**src/pkg/wdac_pkg.sv**
```systemverilog
// constants shared by the watchdog alarm and command block
package wdac_pkg;

    // register offsets on the byte bus
    localparam logic [5:0] WDAC_OFS_TOD_ALM_MIN = 6'h03;
    localparam logic [5:0] WDAC_OFS_TOD_ALM_HR  = 6'h05;
    localparam logic [5:0] WDAC_OFS_TOD_ALM_DAY = 6'h07;
    localparam logic [5:0] WDAC_OFS_CMD         = 6'h0B;
    localparam logic [5:0] WDAC_OFS_WD_FIRST    = 6'h0C;
    localparam logic [5:0] WDAC_OFS_WD_SECOND   = 6'h0D;

    // command register field positions
    localparam int WDAC_BIT_UPDATE_FREEZE_N = 7;
    localparam int WDAC_BIT_ROUTE_SWAP      = 6;
    localparam int WDAC_BIT_SECOND_POL      = 5;
    localparam int WDAC_BIT_PULSE_SEL       = 4;
    localparam int WDAC_BIT_WDOG_MASK       = 3;
    localparam int WDAC_BIT_CLOCK_MASK      = 2;

    // values after reset
    localparam logic [7:0]  WDAC_CMD_RESET    = 8'h8C;
    localparam logic [7:0]  WDAC_RELOAD_RESET = 8'h00;
    localparam logic [15:0] WDAC_COUNT_RESET  = 16'h0000;
    localparam logic [15:0] WDAC_COUNT_ONE    = 16'h0001;

    // alarm channel indices
    localparam int WDAC_CH_WDOG  = 0;
    localparam int WDAC_CH_CLOCK = 1;
    localparam int WDAC_NUM_CH   = 2;

    // timing
    localparam int WDAC_CLK_PERIOD_NS = 40;
    localparam int WDAC_TICK_TIME_MS  = 10;
    localparam int WDAC_PULSE_TIME_MS = 3;
    localparam int WDAC_TICK_CYC  =
        (WDAC_TICK_TIME_MS * 1000000) / WDAC_CLK_PERIOD_NS;
    localparam int WDAC_PULSE_CYC =
        (WDAC_PULSE_TIME_MS * 1000000 + WDAC_CLK_PERIOD_NS - 1)
        / WDAC_CLK_PERIOD_NS;
    localparam int WDAC_CNT_W = 18;

endpackage : wdac_pkg

```
**src/logic/wdac_bcd_down.sv**
```systemverilog
// four-digit bcd down counter with load
`timescale 1ns/1ps
module wdac_bcd_down
    import wdac_pkg::*;
(
    // clock and reset
    input  wire logic        ref_clk,
    input  wire logic        reset_n,
    // control
    input  wire logic        load,
    input  wire logic [15:0] load_val,
    input  wire logic        dec,
    // state
    output logic      [15:0] count
);
    logic [15:0] count_q;
    logic [15:0] dec_val;
    logic [4:0]  borrow;

    assign borrow[0] = 1'b1;

    genvar gi;
    generate
        for (gi = 0; gi < 4; gi = gi + 1)
        begin : g_digit
            wire logic [3:0] dig = count_q[gi*4 +: 4];
            assign borrow[gi+1] = borrow[gi] & (dig == 4'h0);
            // digit wraps to nine while borrowing
            assign dec_val[gi*4 +: 4] = !borrow[gi] ? dig :
                (dig == 4'h0) ? 4'h9 : dig - 4'h1; // RULE_21
        end
    endgenerate

    always_ff @(posedge ref_clk)
    begin
        if (!reset_n)
            count_q <= WDAC_COUNT_RESET;
        else if (load)
            count_q <= load_val;
        else if (dec)
            count_q <= dec_val;
    end

    assign count = count_q;

endmodule : wdac_bcd_down

```
**src/logic/wdac_core.sv**
```systemverilog
// watchdog countdown, reload registers and command register
//
// Notes on behaviour
// [RULE_01] reload held as two bcd bytes
// [RULE_02] reload bytes accessed in any order
// [RULE_03] any reload access restarts count, clears flag
// [RULE_04] count down; alarm when count reaches zero
// [RULE_05] unattended watchdog reloads and alarms repeatedly
// [RULE_06] host touches watchdog within the timeout
// [RULE_07] reload reads return programmed value only
// [RULE_08] both reload bytes zero disables alarm
// [RULE_09] command register decoded at offset 0Bh
// [RULE_10] bit 7 low freezes clock register updates
// [RULE_11] bit 6 swaps alarm routing between outputs
// [RULE_12] bit 5 selects second output drive polarity
// [RULE_13] bit 4 selects pulse of 3 ms
// [RULE_14] bit 3 masks the watchdog interrupt
// [RULE_15] bit 2 masks the clock alarm interrupt
// [RULE_16] bit 1 watchdog flag, cleared by access
// [RULE_17] bit 0 clock alarm flag, cleared by access
// [RULE_18] pulse mode flags read one during pulse
// [RULE_19] reload registers at 0Ch and 0Dh
// [RULE_20] clock alarm register access clears its flag
// [RULE_21] count steps every hundredth second in bcd
`timescale 1ns/1ps
module wdac_core
    import wdac_pkg::*;
#(
    parameter int TICK_CYC  = WDAC_TICK_CYC,
    parameter int PULSE_CYC = WDAC_PULSE_CYC
)
(
    // clock and reset
    input  wire logic       ref_clk,
    input  wire logic       reset_n,
    // byte bus pins
    input  wire logic       bus_ce_n,
    input  wire logic       bus_oe_n,
    input  wire logic       bus_we_n,
    input  wire logic [5:0] bus_addr,
    input  wire logic [7:0] bus_dq_in,
    output logic      [7:0] bus_dq_out,
    output logic            bus_dq_oe,
    // clock alarm side
    input  wire logic       clock_alarm_evt,
    output logic            clock_update_en,
    // interrupt pins
    output logic            irq_out_first_o,
    output logic            irq_out_first_oe,
    output logic            irq_out_second_o,
    output logic            irq_out_second_oe
);
    // pin synchronisers
    logic [16:0] pin_s1_q;
    logic [16:0] pin_s2_q;
    always_ff @(posedge ref_clk)
    begin
        if (!reset_n)
        begin
            pin_s1_q <= {3'h7, 14'h0000};
            pin_s2_q <= {3'h7, 14'h0000};
        end
        else
        begin
            pin_s1_q <= {bus_ce_n, bus_oe_n, bus_we_n, bus_addr, bus_dq_in};
            pin_s2_q <= pin_s1_q;
        end
    end

    wire logic       ce_n_s = pin_s2_q[16];
    wire logic       oe_n_s = pin_s2_q[15];
    wire logic       we_n_s = pin_s2_q[14];
    wire logic [5:0] addr_s = pin_s2_q[13:8];
    wire logic [7:0] data_s = pin_s2_q[7:0];

    // bus cycle tracking
    logic       wr_prev_q;
    logic       rd_prev_q;
    logic [5:0] wr_addr_q;
    logic [7:0] wr_data_q;
    wire logic wr_now = !ce_n_s && !we_n_s;
    wire logic rd_now = !ce_n_s && !oe_n_s && we_n_s;
    // writes commit at the trailing edge, when data is settled
    wire logic wr_commit = wr_prev_q && !wr_now;
    wire logic rd_start  = rd_now && !rd_prev_q;

    always_ff @(posedge ref_clk)
    begin
        if (!reset_n)
        begin
            wr_prev_q <= 1'b0;
            rd_prev_q <= 1'b0;
            wr_addr_q <= 6'h00;
            wr_data_q <= 8'h00;
        end
        else
        begin
            wr_prev_q <= wr_now;
            rd_prev_q <= rd_now;
            if (wr_now)
            begin
                wr_addr_q <= addr_s;
                wr_data_q <= data_s;
            end
        end
    end

    // address decoding
    wire logic [5:0] acc_addr = wr_commit ? wr_addr_q : addr_s;
    wire logic       acc_evt  = wr_commit || rd_start;
    wire logic sel_cmd = (acc_addr == WDAC_OFS_CMD); // RULE_09
    wire logic sel_wd1 = (acc_addr == WDAC_OFS_WD_FIRST); // RULE_19
    wire logic sel_wd2 = (acc_addr == WDAC_OFS_WD_SECOND); // RULE_19
    wire logic sel_alm = (acc_addr == WDAC_OFS_TOD_ALM_MIN)
                      || (acc_addr == WDAC_OFS_TOD_ALM_HR)
                      || (acc_addr == WDAC_OFS_TOD_ALM_DAY);
    // reads and writes alike restart the watchdog
    wire logic wd_touch  = acc_evt && (sel_wd1 || sel_wd2); // RULE_03
    wire logic alm_touch = acc_evt && sel_alm; // RULE_20
    wire logic cmd_wr    = wr_commit && sel_cmd;

    // registers
    logic [7:0] cmd_q;
    logic [7:0] wd_first_q;
    logic [7:0] wd_second_q;
    always_ff @(posedge ref_clk)
    begin
        if (!reset_n)
        begin
            cmd_q       <= WDAC_CMD_RESET;
            wd_first_q  <= WDAC_RELOAD_RESET;
            wd_second_q <= WDAC_RELOAD_RESET;
        end
        else if (wr_commit)
        begin
            // flag bits are read only and never stored here
            if (sel_cmd)
                cmd_q <= {wr_data_q[7:2], 2'b00}; // RULE_09
            if (sel_wd1)
                wd_first_q <= wr_data_q; // RULE_02
            if (sel_wd2)
                wd_second_q <= wr_data_q; // RULE_02
        end
    end

    wire logic upd_en     = cmd_q[WDAC_BIT_UPDATE_FREEZE_N];
    wire logic route_swap = cmd_q[WDAC_BIT_ROUTE_SWAP];
    wire logic second_pol = cmd_q[WDAC_BIT_SECOND_POL];
    wire logic pulse_sel  = cmd_q[WDAC_BIT_PULSE_SEL];
    wire logic wdog_mask  = cmd_q[WDAC_BIT_WDOG_MASK];
    wire logic clock_mask = cmd_q[WDAC_BIT_CLOCK_MASK];

    // load value seen with a same-cycle write already applied
    wire logic [15:0] wd_reload = {wd_second_q, wd_first_q}; // RULE_01
    wire logic [15:0] wd_load_val =
        {(cmd_wr || !(wr_commit && sel_wd2)) ? wd_second_q : wr_data_q,
         (cmd_wr || !(wr_commit && sel_wd1)) ? wd_first_q : wr_data_q};
    wire logic wd_enabled = (wd_reload != WDAC_COUNT_RESET); // RULE_08

    // hundredth-second tick
    logic [WDAC_CNT_W-1:0] tick_cnt_q;
    wire logic tick = (tick_cnt_q == '0);
    always_ff @(posedge ref_clk)
    begin
        if (!reset_n || tick)
            tick_cnt_q <= WDAC_CNT_W'(TICK_CYC - 1); // RULE_21
        else
            tick_cnt_q <= tick_cnt_q - 1'b1;
    end

    // watchdog countdown
    logic [15:0] wd_count;
    wire logic wd_expire = tick && wd_enabled && !wd_touch
                        && (wd_count == WDAC_COUNT_ONE); // RULE_04
    wire logic wd_evt = wd_expire;

    wdac_bcd_down u_count (
        .ref_clk  (ref_clk),
        .reset_n  (reset_n),
        .load     (wd_touch || wd_expire), // RULE_05
        .load_val (wd_load_val),
        .dec      (tick && wd_enabled && (wd_count != WDAC_COUNT_RESET)),
        .count    (wd_count)
    );

    // alarm channels
    wire logic [WDAC_NUM_CH-1:0] ch_evt  = {clock_alarm_evt, wd_evt};
    wire logic [WDAC_NUM_CH-1:0] ch_clr  = {alm_touch, wd_touch};
    wire logic [WDAC_NUM_CH-1:0] ch_mask = {clock_mask, wdog_mask};
    logic [WDAC_NUM_CH-1:0] ch_flag;
    logic [WDAC_NUM_CH-1:0] ch_pulse;
    logic [WDAC_NUM_CH-1:0] ch_active;

    genvar ci;
    generate
        for (ci = 0; ci < WDAC_NUM_CH; ci = ci + 1)
        begin : g_chan
            wdac_irq_chan #(
                .PULSE_CYC (PULSE_CYC)
            ) u_chan (
                .ref_clk    (ref_clk),
                .reset_n    (reset_n),
                .evt        (ch_evt[ci]),
                .clr        (ch_clr[ci]), // RULE_16
                .pulse_mode (pulse_sel),
                .mask       (ch_mask[ci]), // RULE_14
                .flag_rd    (ch_flag[ci]),
                .pulse_on   (ch_pulse[ci]),
                .active     (ch_active[ci])
            );
        end
    endgenerate

    wire logic wd_flag_rd    = ch_flag[WDAC_CH_WDOG]; // RULE_16
    wire logic clock_flag_rd = ch_flag[WDAC_CH_CLOCK]; // RULE_17
    wire logic wd_act        = ch_active[WDAC_CH_WDOG];
    wire logic clock_act     = ch_active[WDAC_CH_CLOCK]; // RULE_15

    // routing: swap set puts the clock alarm on the first output
    wire logic first_act  = route_swap ? clock_act : wd_act; // RULE_11
    wire logic second_act = route_swap ? wd_act : clock_act; // RULE_11

    // read data; the running count is never on the bus
    wire logic [7:0] cmd_rd = {cmd_q[7:2], wd_flag_rd, clock_flag_rd};
    wire logic mapped = (addr_s == WDAC_OFS_CMD)
                     || (addr_s == WDAC_OFS_WD_FIRST)
                     || (addr_s == WDAC_OFS_WD_SECOND);
    wire logic [7:0] rd_mux =
        (addr_s == WDAC_OFS_CMD)      ? cmd_rd :
        (addr_s == WDAC_OFS_WD_FIRST) ? wd_first_q : // RULE_07
        (addr_s == WDAC_OFS_WD_SECOND) ? wd_second_q : 8'h00;

    // output flops
    logic [7:0] dq_out_q;
    logic       dq_oe_q;
    logic       upd_q;
    logic       first_oe_q;
    logic       second_o_q;
    logic       second_oe_q;
    always_ff @(posedge ref_clk)
    begin
        if (!reset_n)
        begin
            dq_out_q    <= 8'h00;
            dq_oe_q     <= 1'b0;
            upd_q       <= WDAC_CMD_RESET[WDAC_BIT_UPDATE_FREEZE_N];
            first_oe_q  <= 1'b0;
            second_o_q  <= 1'b0;
            second_oe_q <= 1'b0;
        end
        else
        begin
            dq_out_q    <= rd_mux;
            dq_oe_q     <= rd_now && mapped;
            upd_q       <= upd_en; // RULE_10
            // first output is open drain, pulled low when active
            first_oe_q  <= first_act;
            // sourcing drives the pin always; sinking is open drain
            second_o_q  <= second_pol ? second_act : 1'b0; // RULE_12
            second_oe_q <= second_pol ? 1'b1 : second_act; // RULE_12
        end
    end

    assign bus_dq_out        = dq_out_q;
    assign bus_dq_oe         = dq_oe_q;
    assign clock_update_en   = upd_q;
    assign irq_out_first_o   = 1'b0;
    assign irq_out_first_oe  = first_oe_q;
    assign irq_out_second_o  = second_o_q;
    assign irq_out_second_oe = second_oe_q;
endmodule : wdac_core

```
**src/logic/wdac_irq_chan.sv**
```systemverilog
// one alarm channel: sticky flag, pulse stretch and mask
`timescale 1ns/1ps
module wdac_irq_chan
    import wdac_pkg::*;
#(
    parameter int PULSE_CYC = WDAC_PULSE_CYC
)
(
    // clock and reset
    input  wire logic ref_clk,
    input  wire logic reset_n,
    // events and control
    input  wire logic evt,
    input  wire logic clr,
    input  wire logic pulse_mode,
    input  wire logic mask,
    // state
    output logic      flag_rd,
    output logic      pulse_on,
    output logic      active
);
    logic                  flag_q;
    logic                  pulse_q;
    logic [WDAC_CNT_W-1:0] pcnt_q;
    wire  logic            pulse_done = pulse_q && (pcnt_q == '0);

    always_ff @(posedge ref_clk)
    begin
        if (!reset_n)
        begin
            flag_q  <= 1'b0;
            pulse_q <= 1'b0;
            pcnt_q  <= '0;
        end
        else if (evt)
        begin
            // a new event wins over a clear in the same cycle
            flag_q  <= 1'b1;
            pulse_q <= 1'b1;
            pcnt_q  <= WDAC_CNT_W'(PULSE_CYC - 1); // RULE_13
        end
        else if (clr)
        begin
            flag_q  <= 1'b0;
            pulse_q <= 1'b0;
        end
        else if (pulse_q)
        begin
            pcnt_q  <= pcnt_q - 1'b1;
            pulse_q <= !pulse_done;
            // pulse mode drops the flag with the pulse
            flag_q  <= flag_q && !(pulse_mode && pulse_done); // RULE_18
        end
    end

    assign pulse_on = pulse_q;
    assign flag_rd  = pulse_mode ? (pulse_q && flag_q) : flag_q; // RULE_18
    assign active   = !mask && (pulse_mode ? pulse_q : flag_q); // RULE_13
endmodule : wdac_irq_chan

```
**config.mk**
```make
export PLATFORM = sky130hd
export DESIGN_NAME = wdac_core
export DESIGN_NICKNAME = d
export VERILOG_FILES = /design/src/pkg/wdac_pkg.sv /design/src/logic/wdac_bcd_down.sv /design/src/logic/wdac_core.sv /design/src/logic/wdac_irq_chan.sv
export SDC_FILE = /design/constraint.sdc
export NUM_CORES = 1
export LEC_CHECK = 0
export BUFFER_PORTS_ARGS = -buffer_cell sky130_fd_sc_hd__buf_2
export CAP_MARGIN = 5
export CORE_AREA = 5 5 110 112
export CTS_BUF_LIST = sky130_fd_sc_hd__clkbuf_4
export DETAILED_ROUTE_END_ITERATION = 8
export DIE_AREA = 0 0 115 117
export GPL_ROUTABILITY_DRIVEN = 0
export HOLD_SLACK_MARGIN = 0.05
export PLACE_DENSITY = 0.8
export SYNTH_ARGS = -nofsm -noshare
export SYNTH_HDL_FRONTEND = slang
export SYNTH_SLANG_ARGS = --single-unit
```
**constraint.sdc**
```tcl
create_clock -name ref_clk -period 2.6 [get_ports ref_clk]
set_input_delay 0.78 -clock ref_clk [delete_from_list [all_inputs] [get_ports ref_clk]]
set_output_delay 0.78 -clock ref_clk [all_outputs]
set_load 0.01 [all_outputs]
```
==> results.ini, run 1 <==
[synth]
synthFlopType = dfxtp_1
ys_seq_area_frac = 0.471
ys_types = 65
syn_area_um2 = 6760
ys_async_sr_fraction = 0
synthCells = 735
synth_edf_count = 0
synth_nets = 761
yosys_warnings = 0
syn_avg_cell_area_um2 = 9.20
ys_ff_latch = 159

[floorplanning]
core_area_um2 = 11100
die_y_um = 117
rows = 39
start_util = 0.608
die_w_um = 115
pin_count = 34
die_area_um2 = 13500

[cts]
clkLatencyLatePin_ns = 0.54
cts_num_sinks = 159
cts_tree = built
cts_max_level = 4
cts_buffers = 17
clock-root-buffer = clkbuf_4
path_clk_slew_ns = 0.12
post_cts_buffers = 0
clk_path_buf_depth = 2

[worst_setup_path]
cp.arrival_ns = 2.80
crit_slowest_cell = or4_4
crit_required_ns = 3.04
critPathMaxFanout = 13
reg2regPathDepth = 5
critPathMaxStageDelay_ns = 0.71
end_kind = flip-flop
startpoint_type = flip-flop
critical_path_class = reg -> reg
crit_chain = nor4_4 > nand4b_1 > or4_4 > o41a_1 > o311a_1

[timing]
rsz0062_at_grt = no
setup_ws_ns = 0.238
slew_viol_final = 0
fmax_ghz = 0.423
post-route-period-util = 0.908
min_period_ns = 2.36
setup_viol = 0
hold_viol_final = 0
fin_setup_tns_ns = 0
tightestPinTransition_ns = 0.872
finClkSkew_ns = 0.0219
maxSlewHeadroom = 0.417

[drt]
viasPerCell = 6.07
top_layer_used = met4
ant_nets = 0
wl_met2_mm = 6.95
drt_iter0_markers = 449
wirelength_met1_mm = 6.61
via_count = 5591
drc = 0
route.met3.wl_um = 744
wl_per_cell_um = 15.9
wl_mm = 14.6
dr.pass1.iters = 5

[placement]
dpl.cell_count = 890
hpwlAfterDp_mm = 10.1
pre_cts_ws_ns = 0.0789
port-buffer-count = 32

[hold_path]
min_path_type = in -> reg
holdPathStages = 2

[power]
power_frac_comb = 0.045
pwr-share-seq = 0.620
vdd_drop_max_mv = 0.479
clockPowerShare = 0.335
switching_share = 0.246
power.switching_mw = 0.995
intPower_mw = 3.05
power_density_nw_per_um2 = 549
p_leak_nw = 2.97

[layout]
layout.nets = 792
stdcell_count = 921
fillers = 896
multi_input_area_um2 = 3380
seq_area_um2 = 3180
antennaDiodeCount = 0
drive_above_1_share = 0.148
area_delta_synth_final_pct = 9.09

[outcome]
status = complete, no violations

[grt]
grt_pass1_vias = 5303
grt_first_pass_wirelength_mm = 24.2
grt_use_total = 0.222
grt_max_degree = 61
grt-ovfl-total = 0
antenna_found_initial = 0

[job]
drv_cap = 0

==> metal layers <==
layer	up-vias	GRT usage
li1	2726	-
met1	2661	0.278
met2	174	0.375
met3	30	0.0499
met4	0	0.0861
met5	-	0
==> synthesized netlist by cell type, drive strengths merged (3+ instances only) <==
library cell | count | area, um2
dfxtp | 159 | 3180
nand2 | 69 | 262
nor2 | 66 | 248
a21oi | 41 | 205
and2 | 34 | 213
clkbuf | 32 | 120
mux2i | 25 | 250
or3 | 22 | 138
xnor2 | 21 | 184
o21ai | 20 | 104
nor4 | 19 | 134
or4 | 17 | 131
nor3 | 15 | 75.1
mux2 | 14 | 158
inv | 12 | 45.0
buf | 11 | 53.8
nand2b | 11 | 68.8
nand3 | 11 | 55.1
o31ai | 10 | 75.1
a31oi | 9 | 56.3
a211oi | 8 | 60.1
a22oi | 7 | 52.6
nand4b | 7 | 61.3
o311a | 7 | 70.1
a2111oi | 6 | 52.6
ha | 6 | 75.1
nand4 | 6 | 37.5
nor4b | 6 | 52.6
o21a | 6 | 45.0
o41ai | 6 | 52.6
xor2 | 6 | 52.6
o211a | 5 | 50.1
o31a | 5 | 43.8
or2 | 4 | 25.0
o211ai | 3 | 22.5
==> cell usage in the layout, fill, tap and decap left out, types with 21 or more instances in the layout <==
master | synthesis | layout
mux2i_1 | 25 | 25
dfxtp_1 | 159 | 159
or3_1 | 22 | 22
nor2_1 | 66 | 66
buf_2 | 7 | 32
and2_1 | 34 | 34
a21oi_1 | 41 | 41
xnor2_1 | 21 | 21
buf_4 | 1 | 23
nand2_1 | 68 | 67
==> power by group through the flow <==
stage / combinational, mW / sequential [mW] / clock (mW)
after floorplan: 0.131 / 2.56 / 0
after global placement: 0.172 / 2.56 / 0
after detailed placement: 0.179 / 2.56 / 0
after CTS: 0.180 / 2.51 / 1.39
after global routing: 0.203 / 2.52 / 1.49
final: 0.180 / 2.51 / 1.36
==> registers in the layout, indices dropped and copies added, names as in the netlist <==
signal,count
bus_dq_oe,1
bus_dq_out,8
clock_update_en,1
cmd_q,6
g_chan.u_chan.flag_q,2
g_chan.u_chan.pcnt_q,36
g_chan.u_chan.pulse_on,2
irq_out_first_oe,1
irq_out_second_o,1
irq_out_second_oe,1
pin_s1_q,17
pin_s2_q,17
rd_prev_q,1
tick_cnt_q,18
u_count.count,16
wd_first_q,8
wd_second_q,8
wr_addr_q,6
wr_data_q,8
wr_prev_q,1
==> final timing paths <==
check                 from  slack, ns          endpoint
max          tick_cnt_q[4]       0.24  u_count.count[8]
min               bus_oe_n       0.41      pin_s1_q[15]
max reg2reg  tick_cnt_q[4]       0.24  u_count.count[8]
min reg2reg   pin_s1_q[14]       0.43      pin_s2_q[14]
==> per-stage QoR <==
step,power [mW],instance area [um2],utilization,hold WS [ns]
detailed placement,2.74,7100,0.639,0.399
finish,4.05,7370,0.663,0.414
global route,4.21,7370,0.663,0.361
global placement,2.73,7100,0.639,0.389
floorplan,2.69,6760,-,0.384
CTS,4.08,7360,0.661,0.360
==> critical path: cells and delay by family (launching register included) <==
kind            cells  cell delay (ns)
simple gates        3             1.28
flops               1             0.37
compound gates      2             0.62
==> layout make-up <==
type                    count  area share
clock buffers              19      0.0193
clock inverters            12      0.0153
inverters                  12     0.00611
multi-input cells         521       0.458
flip-flops and latches    159       0.432
well taps                 143      0.0243
repair buffers             55      0.0451
==> kinds of logic (layout without fill, tap and decap cells) <==
logic type	count (synthesis)	count (layout)	share of synthesized area
and+or+nand+nor	302	302	0.241
adders and majority gates	6	6	0.0111
other	1	1	0.000555
AOI/OAI and AO/OA	146	146	0.149
xor gates and xnor gates	27	27	0.0350
muxes	39	39	0.0603
DFF	159	159	0.471
buffers and inverters	55	98	0.0324
==> what timing repair did <==
item / in CTS / in global routing
resized for setup: 0 / 4
endpoints found under the hold margin: 0 / 0
endpoints found under the setup margin: 0 / 21
hold buffers: 0 / 0
Note: power is estimated with default switching activity, not from simulation.
==> run 2: changes to the inputs <==
--- a/config.mk
+++ b/config.mk
@@ -5,12 +5,12 @@
 export SDC_FILE = /design/constraint.sdc
 export NUM_CORES = 1
 export LEC_CHECK = 0
-export BUFFER_PORTS_ARGS = -buffer_cell sky130_fd_sc_hd__buf_2
 export CAP_MARGIN = 5
-export CORE_AREA = 5 5 110 112
+export CORE_AREA = 5 5 108 110
 export CTS_BUF_LIST = sky130_fd_sc_hd__clkbuf_4
 export DETAILED_ROUTE_END_ITERATION = 8
-export DIE_AREA = 0 0 115 117
+export DIE_AREA = 0 0 113 115
+export DONT_BUFFER_PORTS = 1
 export GPL_ROUTABILITY_DRIVEN = 0
 export HOLD_SLACK_MARGIN = 0.05
 export PLACE_DENSITY = 0.8
==> run 2 against run 1 <==
  * Global-route usage increased by 0.86 points
  * Cell count decreased by 3.8%
  * Utilization increased by 1.8 points
  * Clock power increased by 7%
  * Sequential cell count unchanged
  * Combinational power decreased by 13%
  * Power increased by 1.6%
  * Wire length decreased by 0.32%
  * Register-to-register slack got worse by 0.10 ns
  * Via count decreased by 3.3%
  * Critical path depth unchanged
  * Worst setup slack got worse by 0.10 ns
  * Critical path type unchanged
  * Critical endpoint unchanged
  * Highest routed layer unchanged
==> results.ini, run 2 (synthesis results as in run 1) <==
[worst_setup_path]
crit_buf_inv = 0
r2r_end = u_count.count[8]
critPathMaxStageDelay_ns = 0.71
ff2ff_setup_slack_ns = 0.13
critical_path_class = reg -> reg
end_kind = flip-flop
cpLargestDelayFamily = simple AND/OR/NAND/NOR gates
cp.arrival_ns = 2.94
startpoint_type = flip-flop
crit_required_ns = 3.07
crit_slowest_cell = or4_4
critPathMaxFanout = 13
reg2regPathDepth = 5
rr_startpoint = tick_cnt_q[6]
crit_chain = nor3_1 > nand4b_1 > or4_4 > o41a_1 > o311a_1

[floorplanning]
rows = 38
pin_count = 34
core_area_um2 = 10600
start_util = 0.638
die_area_um2 = 13000
die_w_um = 113
die_y_um = 115

[drt]
drt_iter0_markers = 514
wl_per_cell_um = 16.4
viasPerCell = 6.10
via_count = 5405
wl_mm = 14.6
drc = 0
dr.pass1.iters = 5
ant_nets = 0

[cts]
path_clk_slew_ns = 0.14
cts_max_level = 4
cts_num_sinks = 159
cts_buffers = 17
clkLatencyLatePin_ns = 0.57
post_cts_buffers = 0
clk_path_buf_depth = 2
cts_tree = built
clock-root-buffer = clkbuf_4

[timing]
setup_viol = 0
maxSlewHeadroom = 0.229
slew_viol_final = 0
post-route-period-util = 0.948
setup_ws_ns = 0.134
timing.hold.ws_ns = 0.296
tightestPinTransition_ns = 1.15
min_period_ns = 2.47
finClkSkew_ns = 0.0222
hold_viol_final = 0
fmax_ghz = 0.406

[grt]
grt_max_degree = 62
grt_pass1_vias = 5272
top_usage_layer = met2
grt_use_total = 0.231
grt_util_met1 = 0.276
met3_usage = 0.0679
grt-ovfl-total = 0
grt_first_pass_wirelength_mm = 24.3
antenna_found_initial = 0
global_route.usage.met2 = 0.393

[layout]
layout_common_cells = dfxtp_1 (159), nand2_1 (67), nor2_1 (66)
seq_area_um2 = 3180
reg_top3 = g_chan.u_chan.pcnt_q: 36 flops, tick_cnt_q: 18 flops
multi_input_area_um2 = 3380
largest_register_ffs = 36
layout.nets = 759
area_delta_synth_final_pct = 6.83
fillers = 849
antennaDiodeCount = 0
drive_above_1_share = 0.106
final_common_cell = dfxtp_1
top_register = g_chan.u_chan.pcnt_q

[hold_path]
hold_end = cmd_q[2]
holdPathStages = 1
worstHoldStart = reset_n
min_path_type = in -> reg

[power]
p_leak_nw = 2.82
vdd_drop_max_mv = 0.526
power_density_nw_per_um2 = 569

[placement]
hpwlAfterDp_mm = 10.1
port-buffer-count = 0
pre_cts_ws_ns = 0.131

[outcome]
status = complete, no violations

[job]
drv_cap = 0

## run 2: changes by cell type in the layout (fill, tap and decap cells not counted), moves of 2 or more
cell      previous run  this run
buf_2               32         0
clkbuf_4            19        17
clkinv_1             0         2
clkinv_2             3         0
clkinv_4             3         1
inv_6                3         6
inv_8                0         3
## run 2: power by group
group          switching, mW  total [mW]  internal, mW  leakage, nW
Combinational         0.0903       0.156        0.0657         1.38
Sequential            0.0290        2.51          2.48         1.29
Clock                  0.940        1.45         0.505        0.145
## run 2: worst max-delay path by stage
stage / startpoint / endpoint / slack [ns] / cells past startpoint
2_1_floorplan: g_chan[1].u_chan.pcnt_q[2] / g_chan[1].u_chan.pcnt_q[13] / 0.26 / 6
3_3_place_gp: tick_cnt_q[6] / u_count.count[13] / 0.22 / 5
3_5_place_dp: tick_cnt_q[6] / u_count.count[0] / 0.13 / 5
4_1_cts: tick_cnt_q[6] / u_count.count[7] / 0.10 / 5
5_1_grt: tick_cnt_q[6] / g_chan[0].u_chan.pcnt_q[8] / -0.004 / 5
6_report: tick_cnt_q[6] / u_count.count[8] / 0.13 / 5
## run 2: repair_timing
item	CTS	global route
endpoints found under the setup margin	0	18
hold buffers	0	0
gates resized for setup	0	3
## run 2: cell type report
type | count | share of cell area
clock inverter | 15 | 0.0204
sequential | 159 | 0.441
timing repair buffer | 22 | 0.0229
clock buffer | 17 | 0.0177
multi-input combinational | 521 | 0.468
inverter | 12 | 0.00624
tap | 140 | 0.0243
## run 2: per-layer routing
layer,share of wire,wire length (um),vias up
met2,0.49,7190,137
li1,-,-,2671
met5,0,0,-
met3,0.048,693,28
met1,0.44,6430,2569
met4,0.017,248,0
## run 2: through the flow
stage               std cells   TNS, ns  power [mW]  instance area, um2   util
CTS                       886         0        4.13                7210  0.680
detailed placement        854         0        2.72                6930  0.654
global placement          854         0        2.71                6930  0.654
floorplan                 735         0        2.69                6760      -
global route              886  -0.00451        4.28                7220  0.681
finish                    886         0        4.11                7220  0.681
